===== config.mk =====
export PLATFORM = sky130hd
export DESIGN_NAME = epm_pin_mux
export DESIGN_NICKNAME = d
export VERILOG_FILES = /design/src/design/epm_pkg.sv /design/src/design/epm_pin_mux.sv /design/src/design/epm_sync2.sv
export SDC_FILE = /design/constraint.sdc
export NUM_CORES = 1
export LEC_CHECK = 0
export BUFFER_PORTS_ARGS = -buffer_cell sky130_fd_sc_hd__buf_4
export CAP_MARGIN = 20
export CORE_MARGIN = 2
export CORE_UTILIZATION = 53
export CTS_BUF_LIST = sky130_fd_sc_hd__clkbuf_8
export CTS_CLUSTER_SIZE = 24
export DETAILED_ROUTE_END_ITERATION = 6
export PLACE_DENSITY = 0.8
export SLEW_MARGIN = 15
export SYNTH_ARGS = -nofsm -noshare
export SYNTH_HDL_FRONTEND = slang
export SYNTH_SLANG_ARGS = --single-unit

===== constraint.sdc =====
create_clock -name clock_i -period 1.9 [get_ports clock_i]
set_clock_uncertainty 0.15 [all_clocks]
set_input_delay 0.095 -clock clock_i [delete_from_list [all_inputs] [get_ports clock_i]]
set_output_delay 0.095 -clock clock_i [all_outputs]
set_load 0.02 [all_outputs]

===== src/design/epm_pkg.sv =====
// package: constants, types and defaults for the eeprom pin mux block
package epm_pkg;

  // function of a shared eeprom pin
  typedef enum logic [1:0] {
    EPM_MODE_EEPROM,
    EPM_MODE_GPO,
    EPM_MODE_MON_EN,
    EPM_MODE_MON_CLK
  } epm_pin_mode_t;

  // per-pin configuration field
  typedef struct packed {
    epm_pin_mode_t mode;
    logic          gpo_value;
  } epm_pin_cfg_t;

  // signals from the internal eeprom controller
  typedef struct packed {
    logic data_out;
    logic data_oe;
    logic clock;
    logic select;
  } epm_ee_core_t;

  // default ethernet settings derived from the strap
  typedef struct packed {
    logic speed_100;
    logic full_duplex;
    logic autoneg_en;
  } epm_eth_defaults_t;

  // pin configuration after reset
  localparam epm_pin_cfg_t EPM_PIN_CFG_RESET = '{EPM_MODE_EEPROM, 1'b0};

  // settings selected by each strap level
  localparam epm_eth_defaults_t EPM_DEFAULTS_10  = '{1'b0, 1'b0, 1'b0};
  localparam epm_eth_defaults_t EPM_DEFAULTS_100 = '{1'b1, 1'b0, 1'b1};

  // synchroniser lane positions
  localparam int EPM_SYNC_W      = 10;
  localparam int EPM_S_HW_RST_N  = 0;
  localparam int EPM_S_CS_N      = 1;
  localparam int EPM_S_WR_N      = 2;
  localparam int EPM_S_RD_N      = 3;
  localparam int EPM_S_SPEED     = 4;
  localparam int EPM_S_EE_DIN    = 5;
  localparam int EPM_S_TX_EN     = 6;
  localparam int EPM_S_TX_CLK    = 7;
  localparam int EPM_S_RX_DV     = 8;
  localparam int EPM_S_RX_CLK    = 9;

  // synchroniser reset levels: strobes idle high, strap pulled up
  localparam logic [EPM_SYNC_W-1:0] EPM_SYNC_RESET = 10'h01f;

  // clock and reference timing
  localparam int EPM_CLOCK_HZ    = 100000000;
  localparam int EPM_REF_HZ      = 25000000;
  localparam int EPM_REF_DIV     = EPM_CLOCK_HZ / EPM_REF_HZ;
  localparam int EPM_POR_TICKS   = 16;

endpackage


===== src/design/epm_pin_mux.sv =====
// eeprom pin mux, reset handling, first-read gate, wake and speed strap
`timescale 1ns/1ps
module epm_pin_mux #(
  parameter int POR_TICKS = epm_pkg::EPM_POR_TICKS
) (
  // clock and internal power-on reset
  input  wire logic                       clock_i,
  input  wire logic                       rst_i,
  // board pins: reset, host strobes, strap
  input  wire logic                       hardware_reset_n_i,
  input  wire logic                       chip_select_n_i,
  input  wire logic                       write_strobe_n_i,
  input  wire logic                       read_strobe_n_i,
  input  wire logic                       speed_select_i,
  // eeprom data pin (two-way), clock pin, select pin
  input  wire logic                       eeprom_data_pin_i,
  output logic                            eeprom_data_pin_o,
  output logic                            eeprom_data_pin_oe_o,
  output logic                            eeprom_clock_pin_o,
  output logic                            eeprom_select_o,
  // internal eeprom controller
  input  wire epm_pkg::epm_ee_core_t      ee_core_i,
  output logic                            ee_data_in_o,
  // internal mii signals to monitor
  input  wire logic                       mii_tx_en_i,
  input  wire logic                       mii_tx_clk_i,
  input  wire logic                       mii_rx_dv_i,
  input  wire logic                       mii_rx_clk_i,
  // pin function configuration
  input  wire logic                       cfg_load_i,
  input  wire epm_pkg::epm_pin_cfg_t      data_pin_cfg_i,
  input  wire epm_pkg::epm_pin_cfg_t      clock_pin_cfg_i,
  // power management
  input  wire logic                       power_save_enter_i,
  input  wire logic                       wake_event_i,
  input  wire logic                       wake_enable_i,
  input  wire logic                       wake_active_high_i,
  input  wire logic                       wake_open_drain_i,
  input  wire logic                       wake_clear_i,
  output logic                            wake_indicator_o,
  output logic                            wake_indicator_oe_o,
  output logic                            power_save_o,
  // host access status
  output logic                            core_reset_o,
  output logic                            read_seen_o,
  output logic                            write_accept_o,
  output logic                            wake_write_o,
  // latched default ethernet settings
  output epm_pkg::epm_eth_defaults_t      eth_defaults_o
);

  // synchronised pin levels
  logic [epm_pkg::EPM_SYNC_W-1:0] pins_async;
  logic [epm_pkg::EPM_SYNC_W-1:0] pins_sync;

  // gather every asynchronous input into one synchroniser
  assign pins_async = {mii_rx_clk_i, mii_rx_dv_i, mii_tx_clk_i,
                       mii_tx_en_i, eeprom_data_pin_i, speed_select_i,
                       read_strobe_n_i, write_strobe_n_i, chip_select_n_i,
                       hardware_reset_n_i};

  epm_sync2 #(
    .WIDTH     (epm_pkg::EPM_SYNC_W),
    .RESET_VAL (epm_pkg::EPM_SYNC_RESET)
  ) u_sync (
    .clock_i (clock_i),
    .rst_i   (rst_i),
    .async_i (pins_async),
    .sync_o  (pins_sync)
  );

  // named views of the synchronised pins
  wire hw_rst_n_s = pins_sync[epm_pkg::EPM_S_HW_RST_N];
  wire cs_n_s     = pins_sync[epm_pkg::EPM_S_CS_N];
  wire wr_n_s     = pins_sync[epm_pkg::EPM_S_WR_N];
  wire rd_n_s     = pins_sync[epm_pkg::EPM_S_RD_N];
  wire speed_s    = pins_sync[epm_pkg::EPM_S_SPEED];
  wire ee_din_s   = pins_sync[epm_pkg::EPM_S_EE_DIN];
  wire tx_en_s    = pins_sync[epm_pkg::EPM_S_TX_EN];
  wire tx_clk_s   = pins_sync[epm_pkg::EPM_S_TX_CLK];
  wire rx_dv_s    = pins_sync[epm_pkg::EPM_S_RX_DV];
  wire rx_clk_s   = pins_sync[epm_pkg::EPM_S_RX_CLK];

  // reference-rate divider and power-on stretch
  localparam int DIV_W = $clog2(epm_pkg::EPM_REF_DIV);
  localparam logic [DIV_W-1:0] DIV_LAST =
    DIV_W'(epm_pkg::EPM_REF_DIV - 1);
  localparam int POR_W = $clog2(POR_TICKS + 1);
  localparam logic [POR_W-1:0] POR_LAST = POR_W'(POR_TICKS);

  logic [DIV_W-1:0] div_reg;
  logic [POR_W-1:0] por_reg;
  logic             core_rst_reg;
  logic             rst_prev_reg;

  wire ref_tick = (div_reg == DIV_LAST);
  wire por_busy = (por_reg != POR_LAST);

  // 25 MHz reference tick from the 100 MHz clock
  always_ff @(posedge clock_i) begin
    if (rst_i) begin
      div_reg <= '0;
    end else begin
      div_reg <= ref_tick ? '0 : div_reg + 1'b1;
    end
  end

  // power-on stretch counted in reference ticks
  always_ff @(posedge clock_i) begin
    if (rst_i) begin
      por_reg <= '0;
    end else if (por_busy && ref_tick) begin
      por_reg <= por_reg + 1'b1;
    end
  end

  // internal reset: power-on stretch or hardware reset pin
  wire core_rst_next = por_busy | ~hw_rst_n_s;

  always_ff @(posedge clock_i) begin
    if (rst_i) begin
      core_rst_reg <= 1'b1;
      rst_prev_reg <= 1'b1;
    end else begin
      core_rst_reg <= core_rst_next;
      rst_prev_reg <= core_rst_reg;
    end
  end

  // one-cycle pulse when the internal reset releases
  wire rst_release = rst_prev_reg & ~core_rst_reg;

  // speed strap latch
  epm_pkg::epm_eth_defaults_t eth_reg;
  wire epm_pkg::epm_eth_defaults_t eth_next =
    speed_s ? epm_pkg::EPM_DEFAULTS_100 : epm_pkg::EPM_DEFAULTS_10;

  // strap is caught by a clocked process at reset release
  always_ff @(posedge clock_i) begin
    if (rst_i) begin
      eth_reg <= epm_pkg::EPM_DEFAULTS_100;
    end else if (rst_release) begin
      eth_reg <= eth_next;
    end
  end

  // host strobe decoding and edge detection
  logic wr_cyc_prev_reg;
  logic rd_cyc_prev_reg;
  wire  wr_cyc   = ~cs_n_s & ~wr_n_s;
  wire  rd_cyc   = ~cs_n_s & ~rd_n_s;
  wire  wr_start = wr_cyc & ~wr_cyc_prev_reg;
  wire  rd_start = rd_cyc & ~rd_cyc_prev_reg;

  always_ff @(posedge clock_i) begin
    if (core_rst_reg) begin
      wr_cyc_prev_reg <= 1'b0;
      rd_cyc_prev_reg <= 1'b0;
    end else begin
      wr_cyc_prev_reg <= wr_cyc;
      rd_cyc_prev_reg <= rd_cyc;
    end
  end

  // power state machine
  typedef enum logic [0:0] {
    ST_ACTIVE,
    ST_SLEEP
  } epm_pwr_t;

  epm_pwr_t pwr_reg;
  epm_pwr_t pwr_next;
  logic     wake_now;

  // leave sleep only on a host write cycle or a core reset, never on wake events
  always_comb begin
    pwr_next = pwr_reg;
    wake_now = 1'b0;
    case (pwr_reg)
      ST_ACTIVE: begin
        if (power_save_enter_i) begin
          pwr_next = ST_SLEEP;
        end
      end
      ST_SLEEP: begin
        if (wr_start) begin
          pwr_next = ST_ACTIVE;
          wake_now = 1'b1;
        end
      end
      default: begin
        pwr_next = ST_ACTIVE;
      end
    endcase
  end

  always_ff @(posedge clock_i) begin
    if (core_rst_reg) begin
      pwr_reg <= ST_ACTIVE;
    end else begin
      pwr_reg <= pwr_next;
    end
  end

  // first-read gate: cleared by reset and by leaving sleep
  logic read_seen_reg;
  logic write_accept_reg;
  logic wake_write_reg;
  wire  active   = (pwr_reg == ST_ACTIVE);
  wire  wr_allow = wr_start & active & read_seen_reg;

  always_ff @(posedge clock_i) begin
    if (core_rst_reg) begin
      read_seen_reg <= 1'b0;
    end else if (wake_now) begin
      read_seen_reg <= 1'b0;
    end else if (rd_start && active) begin
      read_seen_reg <= 1'b1;
    end
  end

  // write acceptance and wake write pulses
  always_ff @(posedge clock_i) begin
    if (core_rst_reg) begin
      write_accept_reg <= 1'b0;
      wake_write_reg   <= 1'b0;
    end else begin
      write_accept_reg <= wr_allow;
      wake_write_reg   <= wake_now;
    end
  end

  // wake indicator: sticky, set wins over clear
  logic wake_pend_reg;
  logic wake_out_reg;
  logic wake_oe_reg;
  wire  wake_set = wake_event_i & wake_enable_i;

  always_ff @(posedge clock_i) begin
    if (core_rst_reg) begin
      wake_pend_reg <= 1'b0;
    end else if (wake_set) begin
      wake_pend_reg <= 1'b1;
    end else if (wake_clear_i || wake_now) begin
      wake_pend_reg <= 1'b0;
    end
  end

  // polarity and drive type of the wake pin
  wire wake_lvl   = wake_active_high_i ? wake_pend_reg : ~wake_pend_reg;
  wire wake_od_lv = wake_active_high_i;
  wire wake_o_nx  = wake_open_drain_i ? wake_od_lv : wake_lvl;
  wire wake_oe_nx = wake_open_drain_i ? wake_pend_reg : 1'b1;

  always_ff @(posedge clock_i) begin
    if (core_rst_reg) begin
      wake_out_reg <= 1'b0;
      wake_oe_reg  <= 1'b0;
    end else begin
      wake_out_reg <= wake_o_nx;
      wake_oe_reg  <= wake_oe_nx;
    end
  end

  // pin function configuration, eeprom after reset
  epm_pkg::epm_pin_cfg_t data_cfg_reg;
  epm_pkg::epm_pin_cfg_t clk_cfg_reg;

  always_ff @(posedge clock_i) begin
    if (core_rst_reg) begin
      data_cfg_reg <= epm_pkg::EPM_PIN_CFG_RESET;
      clk_cfg_reg  <= epm_pkg::EPM_PIN_CFG_RESET;
    end else if (cfg_load_i) begin
      data_cfg_reg <= data_pin_cfg_i;
      clk_cfg_reg  <= clock_pin_cfg_i;
    end
  end

  // pin mode decodes
  wire data_ee = (data_cfg_reg.mode == epm_pkg::EPM_MODE_EEPROM);
  wire clk_ee  = (clk_cfg_reg.mode == epm_pkg::EPM_MODE_EEPROM);

  // data pin output selection
  logic data_o_nx;
  logic data_oe_nx;

  always_comb begin
    data_o_nx  = 1'b0;
    data_oe_nx = 1'b1;
    case (data_cfg_reg.mode)
      epm_pkg::EPM_MODE_EEPROM: begin
        data_o_nx  = ee_core_i.data_out;
        data_oe_nx = ee_core_i.data_oe;
      end
      epm_pkg::EPM_MODE_GPO: begin
        data_o_nx = data_cfg_reg.gpo_value;
      end
      epm_pkg::EPM_MODE_MON_EN: begin
        data_o_nx = tx_en_s;
      end
      epm_pkg::EPM_MODE_MON_CLK: begin
        data_o_nx = tx_clk_s;
      end
      default: begin
        data_o_nx = 1'b0;
      end
    endcase
  end

  // clock pin output selection
  logic clk_o_nx;

  always_comb begin
    clk_o_nx = 1'b0;
    case (clk_cfg_reg.mode)
      epm_pkg::EPM_MODE_EEPROM:   clk_o_nx = ee_core_i.clock;
      epm_pkg::EPM_MODE_GPO:      clk_o_nx = clk_cfg_reg.gpo_value;
      epm_pkg::EPM_MODE_MON_EN:   clk_o_nx = rx_dv_s;
      epm_pkg::EPM_MODE_MON_CLK:  clk_o_nx = rx_clk_s;
      default:                    clk_o_nx = 1'b0;
    endcase
  end

  // select held off unless both pins carry the eeprom function
  wire sel_nx = ee_core_i.select & data_ee & clk_ee;

  // registered pin drivers
  logic data_o_reg;
  logic data_oe_reg;
  logic clk_o_reg;
  logic sel_reg;
  logic ee_din_reg;

  always_ff @(posedge clock_i) begin
    if (core_rst_reg) begin
      data_o_reg  <= 1'b0;
      data_oe_reg <= 1'b0;
      clk_o_reg   <= 1'b0;
      sel_reg     <= 1'b0;
      ee_din_reg  <= 1'b0;
    end else begin
      data_o_reg  <= data_o_nx;
      data_oe_reg <= data_oe_nx;
      clk_o_reg   <= clk_o_nx;
      sel_reg     <= sel_nx;
      ee_din_reg  <= data_ee & ee_din_s;
    end
  end

  // outputs
  assign eeprom_data_pin_o    = data_o_reg;
  assign eeprom_data_pin_oe_o = data_oe_reg;
  assign eeprom_clock_pin_o   = clk_o_reg;
  assign eeprom_select_o      = sel_reg;
  assign ee_data_in_o         = ee_din_reg;
  assign wake_indicator_o     = wake_out_reg;
  assign wake_indicator_oe_o  = wake_oe_reg;
  assign power_save_o         = (pwr_reg == ST_SLEEP);
  assign core_reset_o         = core_rst_reg;
  assign read_seen_o          = read_seen_reg;
  assign write_accept_o       = write_accept_reg;
  assign wake_write_o         = wake_write_reg;
  assign eth_defaults_o       = eth_reg;

endmodule


===== src/design/epm_sync2.sv =====
// two flip-flop synchroniser for a group of asynchronous inputs
`timescale 1ns/1ps
module epm_sync2 #(
  parameter int              WIDTH     = 1,
  parameter logic [WIDTH-1:0] RESET_VAL = '0
) (
  // clock and reset
  input  wire logic             clock_i,
  input  wire logic             rst_i,
  // asynchronous in, synchronous out
  input  wire logic [WIDTH-1:0] async_i,
  output logic      [WIDTH-1:0] sync_o
);

  logic [WIDTH-1:0] meta_reg;
  logic [WIDTH-1:0] sync_reg;

  // first stage is read only by the second stage
  always_ff @(posedge clock_i) begin
    if (rst_i) begin
      meta_reg <= RESET_VAL;
      sync_reg <= RESET_VAL;
    end else begin
      meta_reg <= async_i;
      sync_reg <= meta_reg;
    end
  end

  assign sync_o = sync_reg;

endmodule


* Word-level counts from Yosys, hierarchy flattened
Index checks and enable logic that the tools add are counted.
** Operators by class
- Reductions and logical operators :: 8
- Bitwise gates (word level) :: 21
- Add/subtract/negate cells :: 2
- Multiplexer cells :: 14
- Eq/ne operators :: 8
** Operators by type and width (count)
- $and 1x1->1 :: 11
- $eq 2x2->1 const B :: 5
- $mux 1 :: 10
- $not 1->1 :: 9
- $pmux 1 s4 :: 2
- $add 5x1->5 const B :: 1
- $ne 5x5->1 const B :: 1
- $eq 2x1->1 const B :: 2
- $logic_not 2->1 :: 2
- $reduce_or 2->1 :: 2
- $mux 3 :: 1
- $add 2x1->2 const B :: 1
- $logic_and 1x1->1 :: 2
- $pmux 1 s2 :: 1
- $reduce_bool 2->1 :: 1
- $logic_or 1x1->1 :: 1
- $or 1x1->1 :: 1
** Word-level totals
- Input port bits :: 29
- Output and inout bits :: 15
- Register bits after elaboration :: 52
- Word-level logic and storage cells :: 80

* Depth between registers and ports, before layout
Gate-level depths: netlist of the first run.
- Depth after elaboration :: 8
- Depth in mapped cells :: 5
- Mapped depth without buffers :: 5

* By module
From an unflattened synthesis of the first run, not the netlist that was laid out.
** Unflattened totals
- Cells, all modules :: 149
- Area total of the unflattened synthesis :: 1691.6 um2
** By module, submodules not included
- epm_pin_mux :: cells an instance 107, times used 1, area an instance 1127.3 um2, sequential area each 600.6 um2
- epm_sync2 :: cells an instance 42, times used 1, area an instance 564.3 um2, sequential area each 400.4 um2

* Worst setup path after synthesis of the first run
Ideal clock, no wire load.
- Path kind :: reg2reg
- Start point :: register por_reg[0]
- End point :: register por_reg[0]
- Data required time :: 1.629 ns
- Library setup time :: 0.121 ns
- Setup slack :: 0.377 ns
- Clock period less this slack :: 1.523 ns
- Buffers on the path :: 0
- Cell stages (with the launch flop) :: 6
- Arrival :: 1.252 ns
- Cells stage by stage :: dfxtp_1 -> inv_1 -> ha_1 -> and4bb_1 -> nor2b_2 -> mux2_2
** Between the ends
- Word-level cells in the longest chain between the ends :: 2
- Elaborated cells on any way between the ends :: 3
- Classes of those cells :: 1 x add/sub; 1 x eq/ne; 1 x reduce/logical
** RTL lines
- from (decl) :: line epm_pin_mux.sv:92 : logic [POR_W-1:0] por_reg;
- from (signal assigned) :: line epm_pin_mux.sv:113 : por_reg <= por_reg + 1'b1;
- parallel branches: the longest is 2 deep, another holds $add 5x1->5
Parallel ways; which one is timed is not known.
A chain may end at the register's enable or synchronous reset.

* Final worst setup path of the first run
Same ends and word-level chain as after synthesis.

==> impl_metrics.toml, run 1 <==
[run_status]
status = "finished clean"

[cts]
htreeDepth = 2
post_cts_buffers = 0
cts_sinks = 50
cts_root_buffer = "clkbuf_8"
cts_tree = "done"
clock_latency_ns = 0.29
path_clk_slew_ns = 0.08
numCtsBuffers = 5
clk_path_buf_depth = 2
post_cts_resized = 0

[timing]
finalSetupViolations = 0
rsz0062_at_grt = "false"
period_needed_ns = 1.64
fmax_mhz = 609
finalHoldViolations = 0
fin_crit_sh = 0.864
worst_pin_slew_ns = 0.684
finalSetupTns_ns = 0
drv_slew = 0
relSlewSlack = 0.544

[drt]
drc = 0
drt_wl_total_mm = 3.14
viasPerCell = 4.67
first_pass_iters = 4
detailroute.via_count = 1238
drt_iter0_markers = 26
ant_nets = 0
wl_per_cell_um = 11.9

[placed_design]
place_congestion = 0.758
port_buffers = 42
dpl.hpwl_mm = 1.93
place_area_um2 = 1990

[power_and_ir_drop]
p_leak_uw = 0.00100
p_seq_frac = 0.559
powerDensity_nw_per_um2 = 807
clockPowerShare = 0.361
vdd_drop_max_mv = 0.777
pwr-share-comb = 0.080
p_total_uw = 1940
p_int_uw = 1560
power.switching_uw = 372
switching_share = 0.192

[layout]
fillCellCount = 179
register_area_um2 = 1000
multi_input_area_um2 = 606
diodes = 0
fin_nets = 252
utilization = 0.792
design_area_um2 = 2400
layout-drive-gt1-share = 0.294
syn_to_final_growth_pct = 44.5

[floorplanning]
core_um2 = 3030
ios = 44
die_x_um = 60.0
std_cell_rows = 20
start_util = 0.548
die_area_um2 = 3600
die_h_um = 60.0

[setup_path]
startpoint_type = "flip-flop"
critPathKind = "reg2reg"
crit_path_end_kind = "flip-flop"
worst_path_max_delay_cell = "dfxtp_1"
critical_path_depth = 5
crit_family = "flip-flops"
crit_arrival_ns = 1.68
path_buf_inv = 1
critPathMaxStageDelay_ns = 0.39
path_max_fanout = 4
required_ns = 1.94
cp_cell_sequence = "inv_1, ha_1, and4bb_1, nor2b_2, mux2_2"
r2r_cells = 5

[synth]
synth_seq_cells = 50
ys_warn_count = 0
synth_area_um2 = 1660
ys_types = 35
synth.top_cell.area_share = 0.603
synth-main-ff-cell = "dfxtp_1"
syn_inst = 149
synth-edff-count = 0
ys_seq_area_frac = 0.603
synth_fp_nets = 181
async_flop_share = 0
synth_top_cell_by_area = "dfxtp_1"
avgSynthCellArea_um2 = 11.1
synth.area.top_cells = "dfxtp_1, nor2b_1, mux2i_1"

[global_route]
first_global_vias = 1251
grt-ovfl-total = 0
grt_pass1_wl_mm = 5.20
grt_usage = 0.202
antenna_found_initial = 0
grt_max_degree = 33

[hold_path]
hold_class = "in2reg"
min_path_cells = 3

[run]
drv_cap = 0
-- final timing paths --
path	from	endpoint	slack [ns]
hold reg to reg	u_sync.meta_reg[2]	u_sync.sync_o[2]	0.26
hold / removal	cfg_load_i	data_cfg_reg[1]	0.008
setup reg to reg	por_reg[0]	por_reg[0]	0.26
setup / recovery	por_reg[0]	por_reg[0]	0.26
-- stage by stage --
step                      setup slack, ns  hold WS (ns)  cells
after floorplan                     0.377        0.0409    149
after global placement              0.360         0.131    227
after detailed placement            0.275         0.132    227
after CTS                           0.259       0.00131    265
after global routing                0.209        0.0218    265
final                               0.259       0.00793    265
-- power by group through the flow --
| stage | clock network [uW] | registers, uW | logic, uW |
|---|---|---|---|
| after floorplan | 0 | 1110 | 54.8 |
| after global placement | 0 | 1110 | 99.1 |
| after detailed placement | 0 | 1110 | 104 |
| after CTS | 714 | 1080 | 153 |
| after global routing | 772 | 1090 | 169 |
| final | 698 | 1080 | 155 |
-- cells in the mapped netlist, types with 3 or more instances --
master	count
mux2i_1	7
nor3_1	4
ha_1	3
or2_2	11
clkbuf_1	4
inv_1	4
nand2_1	4
dfxtp_1	50
nor2b_1	14
nor2_1	14
-- worst min-delay path, stage by stage --
cell and delay [ns]:
buf_4 0.14, mux2i_1 0.09, nor2_1 0.09
-- cells by family after synthesis --
| kind of cell | after synthesis | share of synthesized area |
|---|---|---|
| adders and majority gates | 3 | 0.0226 |
| DFF | 50 | 0.603 |
| buffers and inverters | 12 | 0.0324 |
| and+or+nand+nor | 62 | 0.216 |
| muxes | 10 | 0.0761 |
| xor gates and xnor gates | 2 | 0.0106 |
| other | 1 | 0.00226 |
| AOI/OAI and AO/OA | 9 | 0.0377 |
-- layout by cell type, fill, tap and decap left out, drive strengths merged --
| master | Yosys | final |
|---|---|---|
| a21oi | 3 | 3 |
| clkbuf | 4 | 5 |
| o21a | 2 | 2 |
| nor4 | 2 | 2 |
| buf | 4 | 42 |
| and4bb | 2 | 2 |
| o21ai | 1 | 1 |
| mux2i | 7 | 7 |
| nand2 | 4 | 4 |
| mux4 | 2 | 2 |
| nand4 | 2 | 2 |
| xor2 | 2 | 2 |
| a211o | 1 | 1 |
| mux2 | 1 | 1 |
| nor2 | 14 | 14 |
| ha | 3 | 3 |
| nor2b | 15 | 15 |
| or2 | 11 | 11 |
| dfxtp | 50 | 50 |
| and3 | 1 | 1 |
| inv | 4 | 6 |
| nor3 | 4 | 4 |
| dlygate4sd3 | 0 | 30 |
| a31oi | 1 | 1 |
| nand2b | 2 | 2 |
| nand3b | 1 | 1 |
| or3 | 2 | 2 |
| conb | 1 | 1 |
| o2bb2ai | 1 | 1 |
| bufinv | 0 | 1 |
| nor4b | 1 | 1 |
| nor3b | 1 | 1 |
-- repair_timing --
action,4_1_cts,5_1_grt
setup endpoints to repair,0,0
hold endpoints to repair,25,0
hold buffers,30,0
-- layer usage --
metal	GRT usage	wire (um)	vias to the layer above
li1	-	-	632
met1	0.199	1280	564
met2	0.377	1690	38
met5	0	0	-
met4	0.0794	38	0
met3	0.0736	130	4
-- layout make-up --
| type | instances | share of cell area |
|---|---|---|
| clock buffer | 5 | 0.0287 |
| clock inverter | 3 | 0.0156 |
| inverter | 4 | 0.00626 |
| multi-input combinational | 87 | 0.252 |
| sequential | 50 | 0.417 |
| tap | 44 | 0.0230 |
| timing repair buffer | 72 | 0.257 |
No activity file was read; power rests on OpenSTA's default activity.
==> run 2, diff against run 1 <==
- CELL_PAD_IN_SITES_DETAIL_PLACEMENT: unset -> 1
- CELL_PAD_IN_SITES_GLOBAL_PLACEMENT: unset -> 2
- CORE_UTILIZATION: 53 -> 33
- PLACE_DENSITY: 0.8 -> unset
- PLACE_DENSITY_LB_ADDON: unset -> 0.1
==> run 2 against run 1 <==
Hold slack lost 0.0061 ns. Sequential cell count stayed put. Utilization fell by 29 points. Register-to-register slack barely moved. Sequential share of layout area unchanged. Combinational power is essentially flat. Global-route usage shrank 6.3 points. Wire length up 11%. Die area up 56%. Maximum frequency decreased by 0.35%. Critical path type unchanged. Critical endpoint unchanged.
==> impl_metrics.toml, run 2 (same netlist as run 1, synthesis figures left out) <==
[floorplanning]
std_cell_rows = 25
die_x_um = 74.9
start_util = 0.347
ios = 44
die_h_um = 74.9
die_area_um2 = 5610
core_um2 = 4790

[run]
drv_cap = 0

[power_and_ir_drop]
powerDensity_nw_per_um2 = 756
power.switching_uw = 387
p_int_uw = 1430
p_seq_frac = 0.597
pwr-share-comb = 0.085
p_total_uw = 1810
p_leak_uw = 0.000988
vdd_drop_max_mv = 0.322
switching_share = 0.214
clockPowerShare = 0.318

[placed_design]
pre_cts_ws_ns = 0.256
place_congestion = 0.730
place_area_um2 = 2030
dpl.hpwl_mm = 2.31
port_buffers = 42

[drt]
drc = 0
viasPerCell = 4.39
drt_iter0_markers = 24
first_pass_iters = 4
wl_per_cell_um = 12.1
ant_nets = 0
detailroute.via_count = 1259
drt_wl_total_mm = 3.48

[cts]
cts_tree = "done"
clk_path_buf_depth = 2
post_cts_resized = 0
htreeDepth = 2
path_clk_slew_ns = 0.08
clock_latency_ns = 0.30
cts_root_buffer = "clkbuf_8"
post_cts_buffers = 0
cts_sinks = 50
numCtsBuffers = 5

[layout]
fillCellCount = 531
layout-drive-gt1-share = 0.300
diodes = 0
mostFrequentLayoutCells = "dfxtp_1, buf_4, dlygate4sd3_1"
fin_nets = 252
final_common_cell = "dfxtp_1"
syn_to_final_growth_pct = 44.5
design_area_um2 = 2400

[timing]
hold-worst-slack_ns = 0.00187
fmax_mhz = 607
period_needed_ns = 1.65
fin_crit_sh = 0.867
finalSetupViolations = 0
setup_ws_ns = 0.253
finalHoldViolations = 0
finalSetupTns_ns = 0
rsz0062_at_grt = "false"
drv_slew = 0

[hold_path]
hold_class = "in2reg"
hold_start = "rst_i"

[setup_path]
crit_arrival_ns = 1.69
critical_path.startpoint = "por_reg[0]"
r2r-start = "por_reg[0]"
required_ns = 1.94
path_max_fanout = 4
crit_path_end_kind = "flip-flop"
critPathKind = "reg2reg"
startpoint_type = "flip-flop"

[global_route]
grt_max_degree = 33
first_global_vias = 1310
antenna_found_initial = 0
grt_pass1_wl_mm = 5.72
grt-ovfl-total = 0
grt_usage = 0.139

[run_status]
status = "finished clean"
## run 2: cell types whose count changed in the layout (fill, tap and decap cells not counted)
| cell | change |
|---|---|
| inv_1 | -1 |
| dlygate4sd3_1 | -1 |
| bufinv_16 | -1 |
| buf_4 | +1 |
| clkinvlp_4 | +1 |
## run 2: timing repair
item	CTS	global route
hold buffers	29	0
setup endpoints to repair	0	0
endpoints found under the hold margin	22	0
## run 2: per-layer routing
metal	wire length (um)	track usage	vias to the layer above
li1	-	-	631
met5	0	0	-
met1	1460	0.153	589
met3	199	0.0442	4
met4	39	0.0595	0
met2	1780	0.244	35
## run 2: final timing paths
path | endpoint | slack [ns] | depth (start not counted)
max | por_reg[0] | 0.25 | 5
max reg2reg | por_reg[0] | 0.25 | 5
min reg2reg | core_reset_o | 0.24 | 1
min | por_reg[2] | 0.002 | 2
## run 2: through the flow
step                instances  utilization
floorplan                 149            -
CTS                       287        0.501
global placement          251        0.424
finish                    287        0.501
detailed placement        251        0.424
global route              287        0.501
## run 2: worst max-delay path, cell delays in order, from the launching register on
cell      delay (ns)
dfxtp_1         0.39
inv_1           0.08
ha_1            0.19
and4bb_1        0.21
nor2b_2         0.17
mux2_2          0.35
## run 2: area by class of cell
type | instances | area (um^2) | share of cell area
flip-flops and latches | 50 | 1000 | 0.417
repair buffers | 72 | 613 | 0.256
multi-input cells | 87 | 606 | 0.252
well taps | 67 | 83.8 | 0.0350
clock buffers | 5 | 68.8 | 0.0287
inverters | 4 | 15.0 | 0.00626
clock inverters | 2 | 11.3 | 0.00469
## run 2: power groups by stage
stage	clock network (uW)	logic, uW	registers, uW
2_1_floorplan	0	54.8	1110
5_1_grt	649	169	1090
6_report	577	154	1080
4_1_cts	605	154	1080
3_3_place_gp	0	102	1110
3_5_place_dp	0	108	1110
==> run 3, diff against run 2 <==
- CORE_UTILIZATION: 33 -> 36
- clock period: 1.9 -> 2 ns (I/O delays scaled with it)
==> run 3 against run 2 <==
Utilization grew 4.8 points. Combinational power fell by 9.7%. Total power rose by 9.8%. Wire length decreased by 8.6%. Sequential power decreased by 5%. Critical path depth stayed put. Hold slack hardly changed. Highest routed layer unchanged.
==> impl_metrics.toml, run 3 (same netlist as run 1, synthesis figures left out) <==
[cts]
numCtsBuffers = 5
post_cts_buffers = 0
cts_root_buffer = "clkbuf_8"
cts_tree = "done"
htreeDepth = 2
clock_latency_ns = 0.30
cts_sinks = 50
clk_path_buf_depth = 2
path_clk_slew_ns = 0.09

[floorplanning]
ios = 44
start_util = 0.379
die_h_um = 71.9
die_x_um = 71.9
std_cell_rows = 24
core_um2 = 4380
die_area_um2 = 5170

[layout]
final_common_cell = "dfxtp_1"
diodes = 0
layout-drive-gt1-share = 0.312
design_area_um2 = 2410
fin_nets = 249
syn_to_final_growth_pct = 45.0
mostFrequentLayoutCells = "dfxtp_1, buf_4, dlygate4sd3_1"

[drt]
drt_wl_total_mm = 3.18
drc = 0
ant_nets = 0
viasPerCell = 4.61
first_pass_iters = 3
drt_iter0_markers = 18
detailroute.via_count = 1245
wl_per_cell_um = 11.8

[placed_design]
place_congestion = 0.787
port_buffers = 42
dpl.hpwl_mm = 2.21
place_area_um2 = 2010

[setup_path]
cp_cell_sequence = "inv_1, ha_1, and4bb_1, nor2b_2, mux2_2"
crit_path_end_kind = "flip-flop"
path_max_fanout = 4
critPathMaxStageDelay_ns = 0.38
startpoint_type = "flip-flop"
critPathKind = "reg2reg"
worst_path_max_delay_cell = "dfxtp_1"
required_ns = 2.04
crit_arrival_ns = 1.68

[power_and_ir_drop]
switching_share = 0.188
power.switching_uw = 375
p_total_uw = 1990
p_seq_frac = 0.517
pwr-share-comb = 0.070
clockPowerShare = 0.414
p_leak_uw = 0.00101
powerDensity_nw_per_um2 = 828
vdd_drop_max_mv = 0.477
p_int_uw = 1620

[timing]
finalSetupViolations = 0
fin_crit_sh = 0.817
drv_slew = 0
rsz0062_at_grt = "false"
hold-worst-slack_ns = 0.00211
finalHoldViolations = 0
period_needed_ns = 1.63
fmax_mhz = 612
finalSetupTns_ns = 0

[run]
drv_cap = 0

[global_route]
grt_usage = 0.135
grt_max_degree = 33
grt-ovfl-total = 0
antenna_found_initial = 0
grt_pass1_wl_mm = 5.43
first_global_vias = 1249

[run_status]
status = "finished clean"

[hold_path]
hold_class = "in2reg"
## run 3: cell types whose count changed in the layout (fill, tap and decap cells not counted), sizes merged
| cell | before | now |
|---|---|---|
| clkinv | 0 | 1 |
| bufinv | 0 | 2 |
| dlygate4sd3 | 29 | 26 |
| clkinvlp | 1 | 0 |
| inv | 5 | 4 |
## run 3: area by class of cell
cell class | count | area [um^2]
fillers | 481 | 1980
flip-flops and latches | 50 | 1000
multi-input cells | 87 | 606
repair buffers | 69 | 583
clock buffers | 5 | 68.8
clock inverters | 3 | 68.8
well taps | 52 | 65.1
inverters | 4 | 15.0
## run 3: what timing repair did
action / 4_1_cts / 5_1_grt
hold buffers: 26 / 0
resized for setup: 0 / 0
endpoints found under the hold margin: 22 / 0
## run 3: critical path: cells and delay by family, from the launching register on
family	cells	cell delay, ns
flip-flops	1	0.38
AND/OR/NAND/NOR	2	0.38
multiplexers	1	0.34
adder cells (fa/ha/maj)	1	0.20
buffers and inverters	1	0.08
## run 3: worst paths after layout
kind,from,endpoint,slack [ns],cells after the start
max reg2reg,por_reg[0],por_reg[0],0.37,5
max,por_reg[0],por_reg[0],0.37,5
min,cfg_load_i,data_cfg_reg[1],0.002,3
min reg2reg,u_sync.sync_o[0],core_reset_o,0.25,1
## run 3: metal layers
layer	track usage	vias up	wire, um
met5	0	-	0
met4	0.0503	0	47
met3	0.0417	6	157
met2	0.248	32	1650
met1	0.146	584	1320
li1	-	623	-
## run 3: power by group through the flow
stage               sequential, uW  clock (uW)  combinational (uW)
finish                        1030         824                 139
global route                  1030         898                 155
CTS                           1030         857                 141
detailed placement            1050           0                 101
global placement              1050           0                96.0
floorplan                     1050           0                52.0
## run 3: stage by stage
step	utilization	worst slack, ns	cells
finish	0.549	0.366	270
detailed placement	0.458	0.364	236
floorplan	-	0.477	149
global route	0.549	0.262	270
CTS	0.549	0.352	270
global placement	0.458	0.447	236
